[src/fcrc_pkg.sv]
// Package for the frame checksum generator and checker.
// Assumes a single 10 MHz system clock shared by both link ends.
package fcrc_pkg;

  // ***************************************************
  // Frame layout
  // ***************************************************
  localparam int FRAME_W = 48;
  localparam int CRC_W = 8;
  localparam int MSG_W = FRAME_W - CRC_W;
  localparam int CNT_W = 6;
  localparam logic [CRC_W-1:0] CRC_POLY = 8'h2f;
  localparam logic [CRC_W-1:0] CRC_SEED = 8'hff;
  localparam logic [CRC_W-1:0] CRC_ZERO = 8'h00;
  localparam logic [CNT_W-1:0] BIT_LAST = 6'h2f;
  localparam logic [CNT_W-1:0] CNT_ZERO = 6'h00;
  localparam logic [CNT_W-1:0] CNT_ONE = 6'h01;
  localparam int ERR_W = 8;
  localparam logic [ERR_W-1:0] ERR_ONE = 8'h01;
  localparam logic [ERR_W-1:0] ERR_ZERO = 8'h00;
  localparam logic [ERR_W-1:0] ERR_MAX = 8'hff;

  typedef enum logic [1:0] {FC_IDLE, FC_RUN, FC_DONE} fcrc_state_e;

  // One bit-serial checksum step: shift in, conditional divide
  function automatic logic [CRC_W-1:0] fcrc_step(input logic [CRC_W-1:0] crc,
                                                 input logic din);
    logic msb;
    msb = crc[CRC_W-1];
    fcrc_step = {crc[CRC_W-2:0], din};
    if (msb) begin
      fcrc_step = fcrc_step ^ CRC_POLY;
    end
  endfunction : fcrc_step

endpackage : fcrc_pkg

[src/fcrc_link_if.sv]
// Interface joining a frame sender end and a frame receiver end.
// Assumes one clock; frames pass as a 48-bit word with a one-cycle valid.
`timescale 1ns/10ps
interface fcrc_link_if;
  import fcrc_pkg::*;
  logic frameValid;
  logic [FRAME_W-1:0] frame;
  logic busy;

  modport sender (output frameValid, output frame, input busy);
  modport receiver (input frameValid, input frame, output busy);
endinterface : fcrc_link_if

[src/fcrc_receiver.sv]
// Receive end: checks the 8-bit checksum of each 48-bit frame.
// Assumes the sender end drives fcrc_link_if on the same clock,
// and only offers a frame while busy is low: a frame that arrives
// during a check is dropped without any sign.
// Assumes linkErrorFaultClear comes from logic on the same clock.
`timescale 1ns/10ps
module fcrc_receiver
  import fcrc_pkg::*;
(
  input wire logic clock,
  input wire logic rst_n,
  input wire logic clkEn,
  input wire logic linkErrorFaultClear,
  fcrc_link_if.receiver link,
  output logic checkDone,
  output logic frameGood,
  output logic frameBad,
  output logic [FRAME_W-1:0] rxFrame,
  output logic replyAllowed,
  output logic retryRequest,
  output logic linkErrorFaultFlag,
  output logic [ERR_W-1:0] linkErrorCount
);

  // ***************************************************
  // State
  // ***************************************************
  typedef struct packed {
    fcrc_state_e state;
    logic [CRC_W-1:0] crc;
    logic [FRAME_W-1:0] shifter;
    logic [FRAME_W-1:0] frame;
    logic [CNT_W-1:0] cnt;
    logic busy;
    logic done;
    logic good;
    logic bad;
    logic reply;
    logic retry;
    logic fault;
    logic [ERR_W-1:0] errCnt;
  } fcrc_rx_s;

  fcrc_rx_s st_r;
  fcrc_rx_s st_nxt;

  // ***************************************************
  // Checksum step
  // ***************************************************
  // Own per-bit taps rather than the sender's helper, so a slip in
  // one end does not hide behind the same slip in the other
  wire logic [CRC_W-1:0] stepCrc;
  wire logic remainderZero;

  for (genvar i = 0; i < CRC_W; i++) begin : g_step
    if (i == 0) begin : g_low
      assign stepCrc[i] = st_r.shifter[FRAME_W-1] ^ (st_r.crc[CRC_W-1] & CRC_POLY[i]);
    end else begin : g_up
      assign stepCrc[i] = st_r.crc[i-1] ^ (st_r.crc[CRC_W-1] & CRC_POLY[i]);
    end
  end

  assign remainderZero = (st_r.crc == CRC_ZERO);

  // ***************************************************
  // Next state
  // ***************************************************
  always_comb begin
    st_nxt = st_r;
    st_nxt.done = 1'b0;
    st_nxt.reply = 1'b0;
    st_nxt.retry = 1'b0;
    // Software clear; a same-cycle failure below wins
    if (linkErrorFaultClear) begin
      st_nxt.fault = 1'b0;
    end
    case (st_r.state)
      FC_IDLE: begin
        if (link.frameValid) begin
          st_nxt.crc = CRC_SEED;
          st_nxt.shifter = link.frame;
          st_nxt.frame = link.frame;
          st_nxt.cnt = CNT_ZERO;
          st_nxt.busy = 1'b1;
          // Verdict of previous frame cleared at next start
          st_nxt.good = 1'b0;
          st_nxt.bad = 1'b0;
          st_nxt.state = FC_RUN;
        end
      end
      FC_RUN: begin
        // Checksum byte included, arrival order
        // Top bit out folds the polynomial
        st_nxt.crc = stepCrc;
        st_nxt.shifter = {st_r.shifter[FRAME_W-2:0], 1'b0};
        st_nxt.cnt = st_r.cnt + CNT_ONE;
        if (st_r.cnt == BIT_LAST) begin
          st_nxt.state = FC_DONE;
        end
      end
      FC_DONE: begin
        st_nxt.done = 1'b1;
        st_nxt.busy = 1'b0;
        st_nxt.state = FC_IDLE;
        // Reply only on a clean frame; a bad one pulses retry instead
        if (remainderZero) begin
          st_nxt.good = 1'b1;
          st_nxt.reply = 1'b1;
        end else begin
          st_nxt.bad = 1'b1;
          st_nxt.retry = 1'b1;
          st_nxt.fault = 1'b1;
          if (st_r.errCnt != ERR_MAX) begin
            st_nxt.errCnt = st_r.errCnt + ERR_ONE;
          end
        end
      end
      default: st_nxt.state = FC_IDLE;
    endcase
  end

  // ***************************************************
  // Registers
  // ***************************************************
  // Low clkEn freezes every field, one-cycle pulses included
  always_ff @(posedge clock or negedge rst_n) begin
    if (!rst_n) begin
      st_r <= '0;
    end else if (clkEn) begin
      st_r <= st_nxt;
    end
  end

  // ***************************************************
  // Outputs
  // ***************************************************
  assign link.busy = st_r.busy;
  assign checkDone = st_r.done;
  assign frameGood = st_r.good;
  assign frameBad = st_r.bad;
  assign rxFrame = st_r.frame;
  assign replyAllowed = st_r.reply;
  assign retryRequest = st_r.retry;
  assign linkErrorFaultFlag = st_r.fault;
  assign linkErrorCount = st_r.errCnt;

endmodule : fcrc_receiver

[src/flat_wrapper.sv]
// flat-port wrapper written by rule: the top's interface ports become plain ports
module fcrc_receiver_flat import fcrc_pkg::*;
  (clock, rst_n, clkEn, linkErrorFaultClear, checkDone, frameGood, frameBad, rxFrame, replyAllowed, retryRequest, linkErrorFaultFlag, linkErrorCount, link_frameValid, link_frame, link_busy);
  fcrc_link_if link_i ();
  input wire logic clock;
  input wire logic rst_n;
  input wire logic clkEn;
  input wire logic linkErrorFaultClear;
  output logic checkDone;
  output logic frameGood;
  output logic frameBad;
  output logic [FRAME_W-1:0] rxFrame;
  output logic replyAllowed;
  output logic retryRequest;
  output logic linkErrorFaultFlag;
  output logic [ERR_W-1:0] linkErrorCount;
  input wire logic [$bits(link_i.frameValid)-1:0] link_frameValid;
  input wire logic [$bits(link_i.frame)-1:0] link_frame;
  output wire logic [$bits(link_i.busy)-1:0] link_busy;
  assign link_i.frameValid = link_frameValid;
  assign link_i.frame = link_frame;
  assign link_busy = link_i.busy;
  fcrc_receiver u_core (.clock(clock), .rst_n(rst_n), .clkEn(clkEn), .linkErrorFaultClear(linkErrorFaultClear), .link(link_i), .checkDone(checkDone), .frameGood(frameGood), .frameBad(frameBad), .rxFrame(rxFrame), .replyAllowed(replyAllowed), .retryRequest(retryRequest), .linkErrorFaultFlag(linkErrorFaultFlag), .linkErrorCount(linkErrorCount));
endmodule
[config.mk]
export PLATFORM = sky130hd
export DESIGN_NAME = fcrc_receiver_flat
export DESIGN_NICKNAME = d
export VERILOG_FILES = /design/src/fcrc_pkg.sv /design/src/fcrc_link_if.sv /design/src/fcrc_receiver.sv /design/src/flat_wrapper.sv
export SDC_FILE = /design/constraint.sdc
export NUM_CORES = 1
export LEC_CHECK = 0
export BUFFER_PORTS_ARGS = -buffer_cell sky130_fd_sc_hd__buf_2
export CAP_MARGIN = 40
export CORE_ASPECT_RATIO = 0.75
export CORE_MARGIN = 2
export CORE_UTILIZATION = 28
export CTS_BUF_LIST = sky130_fd_sc_hd__clkbuf_8 sky130_fd_sc_hd__clkbuf_16
export CTS_CLUSTER_DIAMETER = 150
export DETAILED_ROUTE_END_ITERATION = 10
export GPL_TIMING_DRIVEN = 0
export PLACE_DENSITY_LB_ADDON = 0.05
export REMOVE_ABC_BUFFERS = 1
export SYNTH_ARGS = -nofsm -noshare
export SYNTH_HDL_FRONTEND = slang
export SYNTH_SLANG_ARGS = --single-unit
[constraint.sdc]
create_clock -name clock -period 3.73 [get_ports clock]
set_clock_uncertainty 0.2 [all_clocks]
set_input_delay 0.746 -clock clock [delete_from_list [all_inputs] [get_ports clock]]
set_output_delay 0.746 -clock clock [all_outputs]
set_load 0.02 [all_outputs]
==> flow_metrics.py, run 1 <==
metrics = {
    "route": {
        "wl_mm": 13.89,
        "via_per_inst": 4.451,
        "vias": 4068,
        "routedWlPerCell_um": 15.20,
        "drt_pass1_iterations": 4,
        "drc": 0,
        "postRouteAntennaNets": 0,
        "drtIter0Drc": 240,
    },
    "timing": {
        "hold_violations": 0,
        "min_period_over_period_pct": 68.37,
        "fin_crit_ns": 2.550,
        "relSlewSlack_pct": 52.48,
        "tightest_slew_ns": 0.7128,
        "fmax_mhz": 392.1,
        "setup_viol": 0,
        "drv_slew": 0,
        "rsz0062_at_grt": "false",
    },
    "critical_path": {
        "setup.worst_path.start": "clkEn",
        "cp.required_ns": 3.82,
        "max_stage_delay_ns": 0.70,
        "critPathArrivalTime_ns": 2.64,
        "cp_top_family": "simple AND/OR/NAND/NOR gates",
        "worstReg2RegStart": "u_core.st_r[125]",
        "path_max_fanout": 31,
        "critical_path.slowest_cell": "and3b_4",
        "critPathBufInv": 2,
        "path_cells": "buf_2 > nor2b_1 > and3b_4 > buf_12 > mux2_1",
        "start_kind": "input pin",
        "endpoint_kind": "register",
        "critPathKind": "in2reg",
    },
    "outcome": {
        "status": "finished clean",
    },
    "synthesis": {
        "syn_area_sq_um": 6145,
        "synth_top_area_share_pct": 51.72,
        "synth_top_family_by_area": "simple AND/OR/NAND/NOR gates",
        "async_flop_share_pct": 100.0,
        "synth_cell_types": 40,
        "synth_fa_ha_area_share_pct": 0.4072,
        "synth_cells": 565,
        "yosysSeqAreaShare_pct": 51.72,
        "yosysTopAreaCell": "dfrtp_1",
        "ys_seq_elements": 127,
        "syn_avg_cell_area_sq_um": 10.88,
        "synthTopCellsByArea": "dfrtp_1 52%, mux2_4 9.8%, buf_4 7.0%, a31oi_1 5.0%, nand3_1 4.2%",
        "synthXorXnorAreaFrac_pct": 1.996,
        "synth_compound_area_share_pct": 7.941,
        "synth_edf_count": 0,
        "ys.flop_type": "dfrtp_1",
        "synth_warnings": 0,
        "muxShareOfSynthArea_pct": 11.61,
        "synthSimpleGateAreaFrac_pct": 15.50,
    },
    "clock_network": {
        "clk_pin_slew_ns": 0.06,
        "clk_latency_ns": 0.41,
        "htree_levels": 4,
        "cts_tree": "yes",
        "clock-root-buffer": "clkbuf_16",
        "post_cts_buffers": 0,
        "cts_hold_buf": 0,
        "post_cts_resized": 0,
        "cts_sinks": 127,
        "cts_max_path_buffers": 2,
        "cts_buffers": 17,
    },
    "pwr": {
        "switching_share_pct": 32.23,
        "power_density_nw_per_um2": 766.6,
        "comb_power_share_pct": 28.4,
        "design_power_total_mw": 5.545,
        "ir_drop_v": 0.0002763,
        "p_sw_mw": 1.787,
        "power.share.sequential_pct": 40.0,
        "leakagePower_nw": 3.379,
        "internal_power_mw": 3.758,
        "p_clk_share_pct": 31.6,
    },
    "placement": {
        "place_hpwl_mm": 9.104,
        "routabilityCongestion": 0.7499,
        "io_buffers": 115,
        "dpl_cell_area_sq_um": 6613,
    },
    "floorplan": {
        "rows": 46,
        "core_sq_um": 21350,
        "die_x_um": 175.1,
        "pin_count": 116,
        "die_h_um": 132.3,
        "start_util_pct": 28.78,
        "die_area_sq_um": 23160,
    },
    "global_routing": {
        "grt_max_degree": 71,
        "grt_pass1_vias": 4158,
        "track_usage_pct": 12.63,
        "antenna_found_initial": 1,
        "gr-total-overflow": 0,
        "grt_pass1_wl_mm": 22.85,
    },
    "final_layout": {
        "fillers": 2174,
        "layout-drive-gt1-share_pct": 33.92,
        "synthToLayoutAreaGrowth_pct": 17.72,
        "final_cell_area_sq_um": 7233,
        "nNetsFinal": 667,
    },
    "flow_run": {
        "drv_cap": 0,
    },
    "min_path": {
        "hold_class": "in2async",
    },
}
-- kinds of logic after synthesis --
kind of cell               after synthesis
adders and majority gates                2
muxes                                   50
xor gates and xnor gates                14
buffers and inverters                   98
and+or+nand+nor                        201
AOI/OAI and AO/OA                       73
DFF                                    127
-- layer usage --
metal / GRT usage (%) / share of wire (%)
met1: 18.37 / 52
met2: 17.72 / 41
met3: 3.489 / 4.8
met4: 4.722 / 1.3
met5: 0 / 0
-- power by group through the flow --
stage | clock network [mW] | registers (mW) | logic (mW)
4_1_cts | 1.81 | 2.22 | 1.61
3_5_place_dp | 0 | 2.23 | 1.61
3_3_place_gp | 0 | 2.22 | 1.57
5_1_grt | 1.88 | 2.29 | 1.74
6_report | 1.75 | 2.22 | 1.58
2_1_floorplan | 0 | 2.49 | 0.795
-- registers in the layout, summed over array words and instances, names as in the netlist --
name and cells:
u_core.linkErrorCount 8, u_core.frameGood 1, u_core.replyAllowed 1, u_core.retryRequest 1, u_core.frameBad 1, u_core.st_r 64
u_core.link.busy 1, u_core.checkDone 1, u_core.rxFrame 48, u_core.linkErrorFaultFlag 1
-- layout by cell type (no fill, tap or decap), types with 3 or more instances in the layout --
cell and count:
mux2_4 40, clkbuf_16 17, clkbuf_8 4, clkinv_2 4, nand2b_1 4, mux2_1 10, inv_1 4, nand2_1 63
o31ai_2 3, buf_12 4, bufinv_16 3, xnor2_1 4, o22a_1 3, nand3_1 51, a31oi_1 49, nor4_2 5
nor3_1 4, xor2_1 10, buf_2 114, buf_16 3, a21oi_1 7, nor2_1 60, o21ai_1 3, dfrtp_1 127
-- synthesized netlist by cell type, types with 3 or more instances --
| cell type | n |
|---|---|
| buf_2 | 19 |
| a31oi_1 | 49 |
| nor3_1 | 4 |
| dfrtp_1 | 127 |
| o21ai_1 | 3 |
| xor2_1 | 10 |
| clkbuf_1 | 10 |
| xnor2_1 | 4 |
| buf_6 | 8 |
| nand2_1 | 63 |
| mux2_1 | 10 |
| nor2_1 | 60 |
| o22a_1 | 3 |
| mux2_4 | 40 |
| a21oi_1 | 7 |
| inv_1 | 3 |
| nand3_1 | 51 |
| nor4_2 | 5 |
| nand2b_1 | 5 |
| buf_4 | 57 |
| o31ai_2 | 3 |
-- final cells by class --
class | instances | area [sq um] | area share (%)
Inverter | 4 | 15.01 | 0.2076
Clock inverter | 11 | 137.6 | 1.903
Sequential cell | 127 | 3178 | 43.94
Timing Repair Buffer | 122 | 744.5 | 10.29
Tap cell | 288 | 360.3 | 4.982
Antenna cell | 1 | 2.502 | 0.03460
Multi-Input combinational cell | 340 | 2315 | 32.00
Clock buffer | 21 | 480.5 | 6.642
-- final timing paths --
check / end / cells past startpoint / slack [ns]
worst min-delay path: u_core.rxFrame[36] / 1 / 0.1
worst max register to register: u_core.rxFrame[43] / 4 / 1.31
worst max-delay path: u_core.rxFrame[43] / 5 / 1.18
min in group clock: u_core.rxFrame[45] / 1 / 0.28
worst min register to register: u_core.rxFrame[45] / 1 / 0.28
max in group asynchronous: u_core.st_r[122] / 2 / 2.48
-- through the flow --
step | util (%) | setup TNS [ns] | worst slack [ns] | instances | hold WS [ns]
finish | 33.87 | 0 | 1.180 | 914 | 0.09684
global placement | 30.11 | -129.33 | -1.425 | 874 | 0.2574
CTS | 33.86 | 0 | 1.145 | 913 | 0.1149
detailed placement | 30.97 | 0 | 0.7018 | 881 | 0.2693
floorplan | - | 0 | 0.2105 | 471 | 0.2504
global route | 33.86 | 0 | 1.088 | 913 | 0.1422
-- worst reg2reg max path: cells and delay by family, from the launching register on --
family	cells	cell delay, ns
and+or+nand+nor	2	0.98
DFF	1	0.47
muxes	1	0.37
buffers and inverters	1	0.29
Note: power is estimated with default switching activity, not from simulation.
==> run 2: changes to the inputs <==
==> constraint.sdc (replaced) <==
create_clock -name clock -period 2.4 [get_ports clock]
set_clock_uncertainty 0.2 [all_clocks]
set_input_delay 0.48 -clock clock [delete_from_list [all_inputs] [get_ports clock]]
set_output_delay 0.48 -clock clock [all_outputs]
set_load 0.02 [all_outputs]
==> run 2 against run 1 <==
  * Non-clock buffer count grew 5
  * Register-to-register slack got worse by 1.1 ns
  * Global-route usage is 0.29 points higher
  * Clock-buffer cell count is the same
  * Sequential share of layout area down 0.49 points
  * Clock power up 55%
  * Cell area grew 1.1%
  * Critical path type is now reg2reg
==> flow_metrics.py, run 2 (synthesis results as in run 1) <==
metrics = {
    "outcome": {
        "status": "finished clean",
    },
    "global_routing": {
        "track_usage_pct": 12.92,
        "grt_pass1_vias": 4186,
        "gr-total-overflow": 0,
        "grt_pass1_wl_mm": 23.24,
        "grt_max_degree": 71,
        "antenna_found_initial": 1,
    },
    "final_layout": {
        "synthToLayoutAreaGrowth_pct": 19.04,
        "layout-drive-gt1-share_pct": 34.49,
        "nNetsFinal": 674,
        "final_cell_area_sq_um": 7315,
        "max_flop_register": "u_core.st_r",
        "final_common_cell": "dfrtp_1",
        "largest_reg_flops": 64,
        "final_cell_mix": "127 x dfrtp_1, 114 x buf_2, 63 x nand2_1, 60 x nor2_1, 51 x nand3_1",
        "fillers": 2169,
    },
    "critical_path": {
        "cp.required_ns": 2.50,
        "critPathBufInv": 0,
        "critPathKind": "reg2reg",
        "max_stage_delay_ns": 0.62,
        "cp_top_family": "simple AND/OR/NAND/NOR gates",
        "endpoint_kind": "register",
        "worst-r2r-cell-count": 3,
        "critPathArrivalTime_ns": 2.26,
        "start_kind": "register",
        "cp.depth": 3,
        "path_max_fanout": 15,
        "path_cells": "nor2b_1 > and3b_2 > mux2_4",
        "critical_path.slowest_cell": "and3b_2",
    },
    "min_path": {
        "hold_class": "in2reg",
        "whs_path_depth": 2,
    },
    "floorplan": {
        "die_area_sq_um": 23160,
        "pin_count": 116,
        "die_h_um": 132.3,
        "start_util_pct": 28.78,
        "rows": 46,
        "die_x_um": 175.1,
        "core_sq_um": 21350,
    },
    "timing": {
        "fin_crit_ns": 2.160,
        "drv_slew": 0,
        "min_period_over_period_pct": 90.02,
        "fin_ws_ns": 0.2396,
        "setup_viol": 0,
        "hold_violations": 0,
        "fmax_mhz": 462.9,
        "rsz0062_at_grt": "false",
        "tightest_slew_ns": 0.6834,
        "relSlewSlack_pct": 54.34,
    },
    "clock_network": {
        "clk_pin_slew_ns": 0.06,
        "cts_buffers": 17,
        "clk_latency_ns": 0.41,
        "clock-root-buffer": "clkbuf_16",
        "htree_levels": 4,
        "cts_sinks": 127,
        "cts_tree": "yes",
        "cts_max_path_buffers": 2,
    },
    "route": {
        "drtIter0Drc": 217,
        "wl_mm": 14.50,
        "postRouteAntennaNets": 0,
        "routedWlPerCell_um": 15.74,
        "vias": 4101,
        "drt_pass1_iterations": 4,
        "via_per_inst": 4.453,
        "drc": 0,
    },
    "placement": {
        "io_buffers": 115,
        "dp_slack_ns": -0.3622,
        "dpl_cell_area_sq_um": 6613,
        "routabilityCongestion": 0.7499,
        "place_hpwl_mm": 9.104,
    },
    "flow_run": {
        "drv_cap": 0,
    },
    "pwr": {
        "power_density_nw_per_um2": 1181,
        "ir_drop_v": 0.0004298,
        "leakagePower_nw": 3.419,
    },
}
[run 2: area by class of cell]
class | count | area [sq um] | share of cell area, %
Clock inverter | 11 | 137.6 | 1.882
Sequential cell | 127 | 3178 | 43.45
Inverter | 4 | 15.01 | 0.2053
Antenna cell | 1 | 2.502 | 0.03421
Timing Repair Buffer | 127 | 809.5 | 11.07
Tap cell | 288 | 360.3 | 4.926
Clock buffer | 21 | 480.5 | 6.569
Multi-Input combinational cell | 342 | 2331 | 31.87
[run 2: timing repair]
action | CTS | global route
resized for setup | 1 | 0
hold buffers | 1 | 0
pin swaps | 1 | 1
hold endpoints to repair | 57 | 0
setup endpoints to repair | 23 | 29
setup buffers | 1 | 3
gates cloned | 1 | 1
[run 2: power breakdown]
part / leakage, nW / switching [mW] / internal, mW / total (mW)
Combinational: 1.64 / 1.31 / 1.17 / 2.47
Sequential: 1.47 / 0.498 / 2.95 / 3.45
Clock: 0.306 / 0.984 / 1.74 / 2.72
Total: 3.42 / 2.79 / 5.85 / 8.64
[run 2: metrics by stage]
stage / power (mW) / hold slack [ns] / setup TNS, ns / std cells / utilization [%]
floorplan: 5.111 / -0.01559 / -61.98 / 471 / -
global placement: 5.893 / 0.2574 / -397.72 / 874 / 30.11
global route: 9.204 / 0.08996 / 0 / 920 / 34.24
CTS: 8.763 / 0.08693 / 0 / 916 / 34.05
finish: 8.641 / 0.1084 / 0 / 921 / 34.26
detailed placement: 5.965 / 0.2693 / -9.854 / 881 / 30.97
[run 2: path summary, 6_finish.rpt]
check / end / slack, ns / start
max: u_core.rxFrame[14] / 0.24 / u_core.st_r[125]
min: u_core.rxFrame[1] / 0.11 / link_frame[1]
max reg2reg: u_core.rxFrame[14] / 0.24 / u_core.st_r[125]
min reg2reg: u_core.rxFrame[45] / 0.28 / u_core.rxFrame[45]
max in group asynchronous: u_core.st_r[122] / 0.84 / rst_n
min in group asynchronous: u_core.rxFrame[36] / 0.40 / rst_n
[run 2: routing by layer]
layer | GRT usage [%] | routed length [um]
met3 | 3.489 | 666
met2 | 18.38 | 6137
met1 | 18.68 | 7510
met4 | 4.722 | 185
met5 | 0 | 0
